$ cat src/logic/plr_pkg.sv
/*
 * Shared constants and types for the front panel lockout and reset supervisor.
 * Assumes a single 50 MHz system clock and buttons already debounced and
 * synchronous to that clock.
 */
package plr_pkg;
    // Clock rate and cycle count of one millisecond.
    localparam int unsigned CLK_HZ   = 50000000;
    localparam int unsigned MS_CYC   = CLK_HZ / 1000;
    localparam int unsigned CNT_W    = 28;
    // Panel geometry: button indices, listed in clockwise order.
    localparam int unsigned BTN_N    = 6;
    localparam int unsigned BTN_ON   = 0;
    localparam int unsigned BTN_OFF  = 1;
    // Times in milliseconds.
    localparam int unsigned HOLD_MS  = 3000;
    localparam int unsigned WIN_MS   = 1000;
    localparam int unsigned FAST_MS  = 100;
    localparam int unsigned SLOW_MS  = 400;
    localparam int unsigned BLINK_MS = 200;
    localparam int unsigned SCRL_MS  = 150;
    // Times in clock cycles.
    localparam logic [CNT_W-1:0] HOLD_CYC  = CNT_W'(HOLD_MS * MS_CYC);
    localparam logic [CNT_W-1:0] WIN_CYC   = CNT_W'(WIN_MS * MS_CYC);
    localparam logic [CNT_W-1:0] FAST_CYC  = CNT_W'(FAST_MS * MS_CYC);
    localparam logic [CNT_W-1:0] SLOW_CYC  = CNT_W'(SLOW_MS * MS_CYC);
    localparam logic [CNT_W-1:0] BLINK_CYC = CNT_W'(BLINK_MS * MS_CYC);
    localparam logic [CNT_W-1:0] SCRL_CYC  = CNT_W'(SCRL_MS * MS_CYC);
    // Blink counts of the acknowledgement patterns.
    localparam logic [2:0] PANEL_BLINKS = 3'h3;
    localparam logic [2:0] ARM_BLINKS   = 3'h1;
    localparam logic [2:0] DONE_BLINKS  = 3'h4;
    // Reset-button sequencer states.
    typedef enum logic [8:0] {
        RS_BOOT   = 9'h001,
        RS_IDLE   = 9'h002,
        RS_HOLD   = 9'h004,
        RS_ARMED  = 9'h008,
        RS_WIN    = 9'h010,
        RS_PRESS2 = 9'h020,
        RS_CFG    = 9'h040,
        RS_FW     = 9'h080,
        RS_SCROLL = 9'h100
    } plr_rstate_t;
    // One byte of configuration or firmware data from a host port.
    typedef struct packed {
        logic       valid;
        logic       is_fw;
        logic [7:0] data;
    } plr_cfg_t;
    // Indicator outputs of the panel.
    typedef struct packed {
        logic [BTN_N-1:0] btn;
        logic             act_red;
        logic             act_green;
        logic             reset;
    } plr_leds_t;
endpackage : plr_pkg

$ cat src/logic/plr_panel_supervisor.sv
/*
 * Front panel supervisor: lockout gesture and host lock control, lockout
 * acknowledgement flashes, reset-button sequences and host data port merge.
 * Assumes debounced, clock-synchronous button levels and a restore engine
 * elsewhere that reports completion with one-cycle pulses.
 */
`timescale 1ns/100ps

// Counts out a number of on/off blinks of a given half period.
module plr_blinker (
    input  wire logic                       clock,
    input  wire logic                       rst_n,
    input  wire logic                       start,
    input  wire logic [2:0]                 blinks,
    input  wire logic [plr_pkg::CNT_W-1:0]  half,
    output logic                            active,
    output logic                            lit
);
    import plr_pkg::*;
    logic [3:0]       phases;
    logic [CNT_W-1:0] cnt;
    logic [CNT_W-1:0] period;
    wire              phase_end = (cnt == period - CNT_W'(1));

    // Each blink is an on phase followed by an off phase.
    always_ff @(posedge clock or negedge rst_n) begin
        if (!rst_n) begin
            phases <= 4'h0;
            cnt    <= '0;
            period <= '0;
        end else if (start) begin
            phases <= {blinks, 1'b0};
            cnt    <= '0;
            period <= half;
        end else if (phases != 4'h0) begin
            cnt    <= phase_end ? '0 : cnt + CNT_W'(1);
            phases <= phase_end ? phases - 4'h1 : phases;
        end
    end

    assign active = (phases != 4'h0);
    assign lit    = phases[0] == 1'b0 && active;
endmodule : plr_blinker

module plr_panel_supervisor #(
    parameter logic [plr_pkg::CNT_W-1:0] HOLD_CYC  = plr_pkg::HOLD_CYC,
    parameter logic [plr_pkg::CNT_W-1:0] WIN_CYC   = plr_pkg::WIN_CYC,
    parameter logic [plr_pkg::CNT_W-1:0] FAST_CYC  = plr_pkg::FAST_CYC,
    parameter logic [plr_pkg::CNT_W-1:0] SLOW_CYC  = plr_pkg::SLOW_CYC,
    parameter logic [plr_pkg::CNT_W-1:0] BLINK_CYC = plr_pkg::BLINK_CYC,
    parameter logic [plr_pkg::CNT_W-1:0] SCRL_CYC  = plr_pkg::SCRL_CYC
) (
    input  wire logic                       clock,
    input  wire logic                       rst_n,
    input  wire logic [plr_pkg::BTN_N-1:0]  btn_press,
    input  wire logic                       reset_btn,
    input  wire logic                       host_lock_set,
    input  wire logic                       host_lock_clear,
    input  wire logic                       restore_done,
    input  wire logic                       fw_done,
    input  wire plr_pkg::plr_cfg_t          usb_in,
    input  wire plr_pkg::plr_cfg_t          ser_in,
    input  wire logic                       upd_ready,
    output logic                            usb_ready,
    output logic                            ser_ready,
    output plr_pkg::plr_cfg_t               upd_out,
    output logic [plr_pkg::BTN_N-1:0]       press_evt,
    output logic                            locked,
    output logic                            cfg_restore,
    output logic                            fw_restore,
    output logic                            normal_run,
    output plr_pkg::plr_leds_t              leds
);
    import plr_pkg::*;

    logic             rst_s1;
    logic             rst_sn;
    logic [BTN_N-1:0] press_q;
    logic [CNT_W-1:0] hold_cnt;
    logic             hold_done;
    logic [1:0]       act_sel;
    logic             pb_active;
    logic             pb_lit;
    logic             rb_active;
    logic             rb_lit;
    plr_rstate_t      rstate;
    plr_rstate_t      next_rstate;
    logic [CNT_W-1:0] rcnt;
    logic [CNT_W-1:0] scnt;
    logic [BTN_N-1:0] scroll;

    // Reset release passes through two flip-flops.
    always_ff @(posedge clock or negedge rst_n) begin
        if (!rst_n) begin
            rst_s1 <= 1'b0;
            rst_sn <= 1'b0;
        end else begin
            rst_s1 <= 1'b1;
            rst_sn <= rst_s1;
        end
    end

    // Gesture and press decoding.
    wire [BTN_N-1:0] rise     = btn_press & ~press_q;
    wire             both     = btn_press[BTN_ON] & btn_press[BTN_OFF];
    wire             gesture  = both && !hold_done && hold_cnt == HOLD_CYC - CNT_W'(1);
    wire             lock_hit = locked && (rise != '0);
    wire             next_locked = host_lock_set   ? 1'b1 :
                                   host_lock_clear ? 1'b0 :
                                   gesture         ? ~locked : locked;
    wire             pb_start = gesture || lock_hit;
    wire [CNT_W-1:0] pb_half  = (gesture && locked) ? SLOW_CYC : FAST_CYC;

    // Lock state, press events and the two-button hold timer.
    always_ff @(posedge clock or negedge rst_sn) begin
        if (!rst_sn) begin
            press_q   <= '0;
            press_evt <= '0;
            locked    <= 1'b0;
            hold_cnt  <= '0;
            hold_done <= 1'b0;
        end else begin
            press_q   <= btn_press;
            press_evt <= locked ? '0 : rise;
            locked    <= next_locked;
            hold_cnt  <= (both && !hold_done && !gesture) ?
                         hold_cnt + CNT_W'(1) : '0;
            hold_done <= both && (hold_done || gesture);
        end
    end

    // Activity LED colour follows the flash that was started last.
    always_ff @(posedge clock or negedge rst_sn) begin
        if (!rst_sn) begin
            act_sel <= 2'h0;
        end else if (pb_start) begin
            act_sel <= !gesture ? 2'h0 : (locked ? 2'h2 : 2'h1);
        end
    end

    plr_blinker u_panel_blink (
        .clock  (clock),
        .rst_n  (rst_sn),
        .start  (pb_start),
        .blinks (PANEL_BLINKS),
        .half   (pb_half),
        .active (pb_active),
        .lit    (pb_lit)
    );

    // Reset-button sequencer transitions.
    wire hold_up = rcnt == HOLD_CYC - CNT_W'(1);
    wire win_up  = rcnt == WIN_CYC - CNT_W'(1);
    always_comb begin
        next_rstate = rstate;
        case (rstate)
            RS_BOOT:   next_rstate = reset_btn ? RS_FW : RS_IDLE;
            RS_IDLE:   next_rstate = reset_btn ? RS_HOLD : RS_IDLE;
            RS_HOLD:   next_rstate = !reset_btn ? RS_IDLE :
                                     hold_up ? RS_ARMED : RS_HOLD;
            RS_ARMED:  next_rstate = reset_btn ? RS_ARMED : RS_WIN;
            RS_WIN:    next_rstate = reset_btn ? RS_PRESS2 :
                                     win_up ? RS_IDLE : RS_WIN;
            RS_PRESS2: next_rstate = reset_btn ? RS_PRESS2 : RS_CFG;
            RS_CFG:    next_rstate = restore_done ? RS_IDLE : RS_CFG;
            RS_FW:     next_rstate = fw_done ? RS_SCROLL : RS_FW;
            RS_SCROLL: next_rstate = reset_btn ? RS_SCROLL : RS_IDLE;
            default:   next_rstate = RS_IDLE;
        endcase
    end

    // Sequencer state, its timer and the restore requests.
    always_ff @(posedge clock or negedge rst_sn) begin
        if (!rst_sn) begin
            rstate      <= RS_BOOT;
            rcnt        <= '0;
            cfg_restore <= 1'b0;
            fw_restore  <= 1'b0;
            normal_run  <= 1'b0;
        end else begin
            rstate      <= next_rstate;
            rcnt        <= (next_rstate == rstate) ? rcnt + CNT_W'(1) : '0;
            cfg_restore <= rstate == RS_PRESS2 && !reset_btn;
            fw_restore  <= rstate == RS_BOOT && reset_btn;
            normal_run  <= normal_run || next_rstate == RS_IDLE;
        end
    end

    wire rb_start = (rstate == RS_HOLD && reset_btn && hold_up) ||
                    (rstate == RS_CFG && restore_done);
    plr_blinker u_reset_blink (
        .clock  (clock),
        .rst_n  (rst_sn),
        .start  (rb_start),
        .blinks (rstate == RS_CFG ? DONE_BLINKS : ARM_BLINKS),
        .half   (BLINK_CYC),
        .active (rb_active),
        .lit    (rb_lit)
    );

    // Clockwise chase of the button lights after a firmware restore.
    always_ff @(posedge clock or negedge rst_sn) begin
        if (!rst_sn) begin
            scnt   <= '0;
            scroll <= BTN_N'(1);
        end else if (rstate == RS_SCROLL) begin
            scnt   <= (scnt == SCRL_CYC - CNT_W'(1)) ? '0 : scnt + CNT_W'(1);
            scroll <= (scnt == SCRL_CYC - CNT_W'(1)) ?
                      {scroll[BTN_N-2:0], scroll[BTN_N-1]} : scroll;
        end
    end

    // Indicator drive. A fresh hold of the reset button shows steady light even
    // while the tail of an earlier done blink is still running.
    wire held_led = (rstate == RS_HOLD || rstate == RS_ARMED) && reset_btn;
    assign leds.btn       = (rstate == RS_SCROLL) ? scroll : {BTN_N{pb_lit}};
    assign leds.act_red   = act_sel == 2'h1 && pb_lit;
    assign leds.act_green = act_sel == 2'h2 && pb_lit;
    assign leds.reset     = (rb_active && rstate != RS_HOLD) ? rb_lit : held_led;

    // Host data merge: USB first, serial when USB is idle.
    wire take = !upd_out.valid || upd_ready;
    assign usb_ready = take;
    assign ser_ready = take && !usb_in.valid;
    always_ff @(posedge clock or negedge rst_sn) begin
        if (!rst_sn) begin
            upd_out <= '0;
        end else if (take) begin
            upd_out <= usb_in.valid ? usb_in : ser_in;
        end
    end
endmodule : plr_panel_supervisor

$ cat config.mk
export PLATFORM = sky130hd
export DESIGN_NAME = plr_panel_supervisor
export DESIGN_NICKNAME = d
export VERILOG_FILES = /design/src/logic/plr_pkg.sv /design/src/logic/plr_panel_supervisor.sv
export SDC_FILE = /design/constraint.sdc
export NUM_CORES = 1
export LEC_CHECK = 0
export BUFFER_PORTS_ARGS = -buffer_cell sky130_fd_sc_hd__buf_2
export CORE_MARGIN = 3
export CORE_UTILIZATION = 61
export CTS_CLUSTER_DIAMETER = 60
export DETAILED_ROUTE_END_ITERATION = 10
export GPL_ROUTABILITY_DRIVEN = 0
export PLACE_DENSITY = 0.83
export SYNTH_ARGS = -nofsm -noshare
export SYNTH_HDL_FRONTEND = slang
export SYNTH_SLANG_ARGS = --single-unit
$ cat constraint.sdc
create_clock -name clock -period 7.6 [get_ports clock]
set_input_delay 0 -clock clock [delete_from_list [all_inputs] [get_ports clock]]
set_output_delay 0 -clock clock [all_outputs]
set_load 0.01 [all_outputs]
==> results.cfg, run 1 <==
[status]
status = finished clean

[power_and_ir_drop]
power.total_w = 0.00221
p_leak_nw = 5.02
power.density_nw_per_um2 = 190
max-vdd-ir-drop_v = 0.000172

[sta]
setup_viol = 0
grt_setup_unrepaired = no
tns_ns = 0
post-route-period-util = 0.527
fin_crit_ns = 4.00
slew_headroom = 0.155
worst_pin_slew_ns = 1.26
final_hold_viol_count = 0
clock.fmax_ghz = 0.250
fin_skew_ns = 0.0164
maxSlewViolCount = 0

[worst_setup_path]
crit_buf_inv = 1
path_cells = inv_1, ha_1, nor3b_1, nor2_1, mux2i_1, a2111oi_0, nand3_1, a21oi_2, o21ba_2
cp_slowest_stage_delay_ns = 0.75
cp.arrival_ns = 4.33
crit_type = reg2reg
cp_data_required_time_ns = 7.93
cp_top_family = compound AO/OA/AOI/OAI gates
crit_fanout = 21
critPathLaunchType = register
crit_path_end_kind = register
slowest_stage = nand3_1

[logic_synthesis]
synth_edf_count = 0
syn-num-nets = 1127
syn-cell-area_um2 = 10300
synth_top_area_share = 0.473
yosysTopAreaCell = dfrtp_1
synthTopCellsByArea = dfrtp_1, xnor2_1, xor2_1
async_flop_share = 1.00
yosysSeqAreaShare = 0.478
synth_warnings = 0
ys_ff_latch = 197
syn_inst = 1083
synth_flop_cell = dfrtp_1
syn_avg_cell_area_um2 = 9.52
synth_cell_types = 74

[detailed_routing]
drc_errors = 0
num_vias = 8535
drt-total-wl_um = 23300
wl_per_cell_um = 16.8
via_per_inst = 6.15
antenna_left = 0
drt_iter0_markers = 692
first_pass_iters = 6

[floorplan]
initial_utilization = 0.635
fp-row-count = 46
die_height_um = 136
dieArea_um2 = 18500
dieWidth_um = 136
io_pins = 65
coreArea_um2 = 16200

[place]
portBuffers = 64
hpwl_um = 15000

[clock_network]
cts_buffer_depth = 2
clockRootBuffer = clkbuf_16
cts_setup_buffers = 0
cts_tree = built
cts_buffers = 17
h-tree-depth = 4
clk_pin_slew_ns = 0.07
worstSkewPairLatency_ns = 0.44
cts.sinks = 197
cts_resized = 0

[global_routing]
track_usage = 0.259
grt-ovfl-total = 0
grt_pass1_wl_um = 38900
grt_max_degree = 82
grt_pass1_vias = 7978
antenna_found_initial = 0

[layout]
num_antenna_cells = 0
fin_nets = 1203
layout_commonest_cell = dfrtp_1
fin_util = 0.716
areaGrowthSynthToFinish_pct = 12.8
num-fill-cells = 1190
most-common-layout-cells = dfrtp_1, nor2_1, nand2_1, nand3_1, buf_2
drive_gt1_frac = 0.112

[min_path]
hold_path_class = in2reg

[flow_run]
max_cap_violations = 0
-- synth_stat cells, types with 9 or more instances --
cell type,instances
nand3_1,69
or3_1,13
nor2b_1,10
a21oi_1,31
inv_1,27
ha_1,10
xnor2_1,53
mux2i_1,17
xor2_1,52
or2_2,9
nand2b_1,14
o21ai_0,40
nor2_1,110
nor4_1,24
o31ai_1,12
dfrtp_1,195
clkbuf_1,34
nor3_1,55
nand2_1,98
and3_1,31
and4_1,15
nand4_1,36
-- final cells by class --
cell class / count / area [um2] / share of cell area
timing repair buffer: 102 / 688 / 0.0592
clock buffer: 25 / 465 / 0.0400
multi-input combinational: 814 / 5080 / 0.437
tap: 216 / 270 / 0.0232
sequential: 197 / 4940 / 0.425
inverter: 27 / 101 / 0.00872
clock inverter: 7 / 85.1 / 0.00732
-- power breakdown --
part | switching, W | internal [W]
combinational | 0.000158 | 0.0000776
sequential | 0.0000323 | 0.00107
clock | 0.000379 | 0.000491
-- per-layer routing --
layer	routed length, um	track usage	part of all wire
met1	10400	0.354	0.44
met2	11400	0.423	0.49
met3	1140	0.0522	0.049
met4	409	0.0728	0.018
met5	0	0	0
-- metrics by stage --
stage | setup WS [ns] | cells | hold WS (ns) | instance area [um2]
4_1_cts | 3.65 | 1388 | 0.00128 | 11600
5_1_grt | 3.30 | 1388 | 0.0427 | 11600
3_5_place_dp | 3.64 | 1323 | -0.213 | 10700
2_1_floorplan | 1.71 | 1083 | -0.296 | 10300
3_3_place_gp | 3.79 | 1323 | -0.213 | 10700
6_report | 3.60 | 1388 | 0.0341 | 11600
-- worst paths after layout --
check | startpoint | cells past startpoint | to | slack (ns)
max | u_panel_blink.period[22] | 9 | u_panel_blink.cnt[22] | 3.60
min | usb_in[9] | 2 | upd_out[9] | 0.03
max reg2reg | u_panel_blink.period[22] | 9 | u_panel_blink.cnt[22] | 3.60
min reg2reg | rst_sn | 0 | rcnt[7] | 0.32
max in group asynchronous | rst_sn | 1 | u_panel_blink.cnt[3] | 5.89
min in group asynchronous | rst_sn | 0 | rcnt[7] | 0.32
-- what timing repair did --
action / 4_1_cts / 5_1_grt
setup endpoints to repair: 0 / 0
hold buffers: 33 / 0
endpoints found under the hold margin: 34 / 0
-- worst register-to-register path: stages (launching register included) --
cell and delay (ns):
dfrtp_1 0.49, inv_1 0.20, ha_1 0.29, nor3b_1 0.48, nor2_1 0.13, mux2i_1 0.14, a2111oi_0 0.52, nand3_1 0.75
a21oi_2 0.66, o21ba_2 0.23
-- sequential cells by signal, summed over array words and instances, names as in the netlist, 9 cells and up --
signal,count
hold_cnt,28
rcnt,28
scnt,28
u_panel_blink.cnt,28
u_reset_blink.cnt,28
upd_out,10
rstate,9
-- cells by family after synthesis --
kind of cell	share of synthesized area
AO/OA/AOI/OAI	0.0864
multiplexers	0.0242
buffers and inverters	0.0288
AND/OR/NAND/NOR	0.278
XOR/XNOR	0.0919
other	0.000728
adder cells (fa/ha/maj)	0.0121
flip-flops	0.478
Note: power is estimated with default switching activity, not from simulation.
==> inputs of run 2 (changes only) <==
--- a/config.mk
+++ b/config.mk
@@ -7,11 +7,11 @@
 export LEC_CHECK = 0
 export BUFFER_PORTS_ARGS = -buffer_cell sky130_fd_sc_hd__buf_2
 export CORE_MARGIN = 3
-export CORE_UTILIZATION = 61
+export CORE_UTILIZATION = 55
 export CTS_CLUSTER_DIAMETER = 60
 export DETAILED_ROUTE_END_ITERATION = 10
 export GPL_ROUTABILITY_DRIVEN = 0
-export PLACE_DENSITY = 0.83
+export PLACE_DENSITY = 0.79
 export SYNTH_ARGS = -nofsm -noshare
 export SYNTH_HDL_FRONTEND = slang
 export SYNTH_SLANG_ARGS = --single-unit
==> constraint.sdc (replaced) <==
create_clock -name clock -period 3.4 [get_ports clock]
set_input_delay 0 -clock clock [delete_from_list [all_inputs] [get_ports clock]]
set_output_delay 0 -clock clock [all_outputs]
set_load 0.01 [all_outputs]
==> results.cfg, run 2 (synthesized netlist as in run 1, its figures left out) <==
[worst_setup_path]
cp_data_required_time_ns = 3.73
cp_top_family = compound AO/OA/AOI/OAI gates
crit_cells = 10
critPathLaunchType = register
r2r_slack_ns = 0.40
slowest_stage = a2111oi_0
cp_slowest_stage_delay_ns = 0.52
cp.arrival_ns = 3.34
crit_path_end_kind = register
crit_type = reg2reg
rr_worst_depth = 10
crit_buf_inv = 2
crit_fanout = 10
path_cells = inv_1, ha_1, nor3b_2, nor2_1, mux2i_1, a2111oi_0, nand3_1, buf_4, a21oi_2, o21ba_2

[sta]
tns_ns = 0
fin_crit_ns = 3.00
final_hold_viol_count = 0
slew_headroom = 0.209
layout_setup_ws_ns = 0.395
maxSlewViolCount = 0
setup_viol = 0
worst_pin_slew_ns = 1.18
grt_setup_unrepaired = no
fin_skew_ns = 0.0109
clock.fmax_ghz = 0.333
post-route-period-util = 0.884
whs_ns = 0.0992

[layout]
final_area_um2 = 11900
fin_util = 0.651
fin_nets = 1215
areaGrowthSynthToFinish_pct = 15.0
drive_gt1_frac = 0.126
most-common-layout-cells = dfrtp_1, nor2_1, nand2_1, nand3_1, buf_2
layout_commonest_cell = dfrtp_1

[detailed_routing]
first_pass_iters = 5
drc_errors = 0
via_per_inst = 5.93
drt-total-wl_um = 22700
num_vias = 8385
antenna_left = 0
drt_iter0_markers = 643
wl_per_cell_um = 16.1

[power_and_ir_drop]
sw_frac_of_total = 0.250
combinationalPowerShare = 0.106
power.density_nw_per_um2 = 436
max-vdd-ir-drop_v = 0.000387
p_leak_nw = 5.11
p_seq_frac = 0.476
switchingPower_w = 0.00130
clkPwrFrac = 0.419
internal_power_w = 0.00388

[place]
placed_area_um2 = 10900
portBuffers = 64
pre_cts_ws_ns = 0.323
hpwl_um = 15000

[global_routing]
antenna_found_initial = 1
grt-ovfl-total = 0
track_usage = 0.233
grt_max_degree = 102
grt_pass1_wl_um = 39100
grt_pass1_vias = 8195

[floorplan]
initial_utilization = 0.566
dieWidth_um = 143
dieArea_um2 = 20400
io_pins = 65
fp-row-count = 49
die_height_um = 143
coreArea_um2 = 18200

[clock_network]
cts.sinks = 197
cts_buffers = 17
clockRootBuffer = clkbuf_16
clk_pin_slew_ns = 0.07
h-tree-depth = 4
worstSkewPairLatency_ns = 0.44
cts_buffer_depth = 2
cts_tree = built
cts_setup_buffers = 0

[flow_run]
max_cap_violations = 0

[min_path]
holdPathStages = 4
hold_path_class = in2reg

[status]
status = finished clean
run 2: per-layer routing:
layer,share of wire,vias up,GRT usage
met5,0,-,0
met1,0.45,4075,0.317
met4,0.020,0,0.0730
li1,-,4035,-
met2,0.49,226,0.375
met3,0.047,49,0.0509
run 2: stage by stage:
stage | cells | total power [W]
2_1_floorplan | 1083 | 0.00288
3_3_place_gp | 1347 | 0.00301
3_5_place_dp | 1347 | 0.00302
4_1_cts | 1412 | 0.00522
5_1_grt | 1413 | 0.00540
6_report | 1413 | 0.00517
run 2: cell type report:
type / instances / area (um2)
tap: 229 / 287
inverter: 27 / 101
timing repair buffer: 114 / 806
multi-input combinational: 814 / 5090
fill: 1437 / 6350
clock inverter: 11 / 173
antenna: 1 / 2.50
sequential: 197 / 4940
clock buffer: 20 / 467
run 2: worst paths after layout:
path                                     startpoint               endpoint
min reg2reg                                  rst_sn                rcnt[4]
min in group asynchronous                    rst_sn                rcnt[4]
max                        u_panel_blink.period[11]  u_panel_blink.cnt[22]
max reg2reg                u_panel_blink.period[11]  u_panel_blink.cnt[22]
min                                       upd_ready             upd_out[7]
max in group asynchronous                    rst_sn              rstate[0]
run 2: worst reg2reg max path: cells and delay by family, from the launching register on:
kind,cells,cell delay [ns]
AO/OA/AOI/OAI,3,1.11
AND/OR/NAND/NOR,3,0.62
flip-flops,1,0.46
buffers and inverters,2,0.32
adder cells (fa/ha/maj),1,0.26
multiplexers,1,0.13
run 2: timing repair:
item / in CTS / in global routing
gates resized for setup: 0 / 1
setup endpoints to repair: 0 / 1
hold buffers: 34 / 0
hold endpoints to repair: 35 / 0
run 2: power groups by stage:
| stage | registers, W | clock network, W | logic (W) |
|---|---|---|---|
| floorplan | 0.00251 | 0 | 0.000373 |
| global placement | 0.00250 | 0 | 0.000506 |
| detailed placement | 0.00250 | 0 | 0.000512 |
| CTS | 0.00246 | 0.00221 | 0.000547 |
| global route | 0.00247 | 0.00233 | 0.000607 |
| finish | 0.00246 | 0.00217 | 0.000547 |
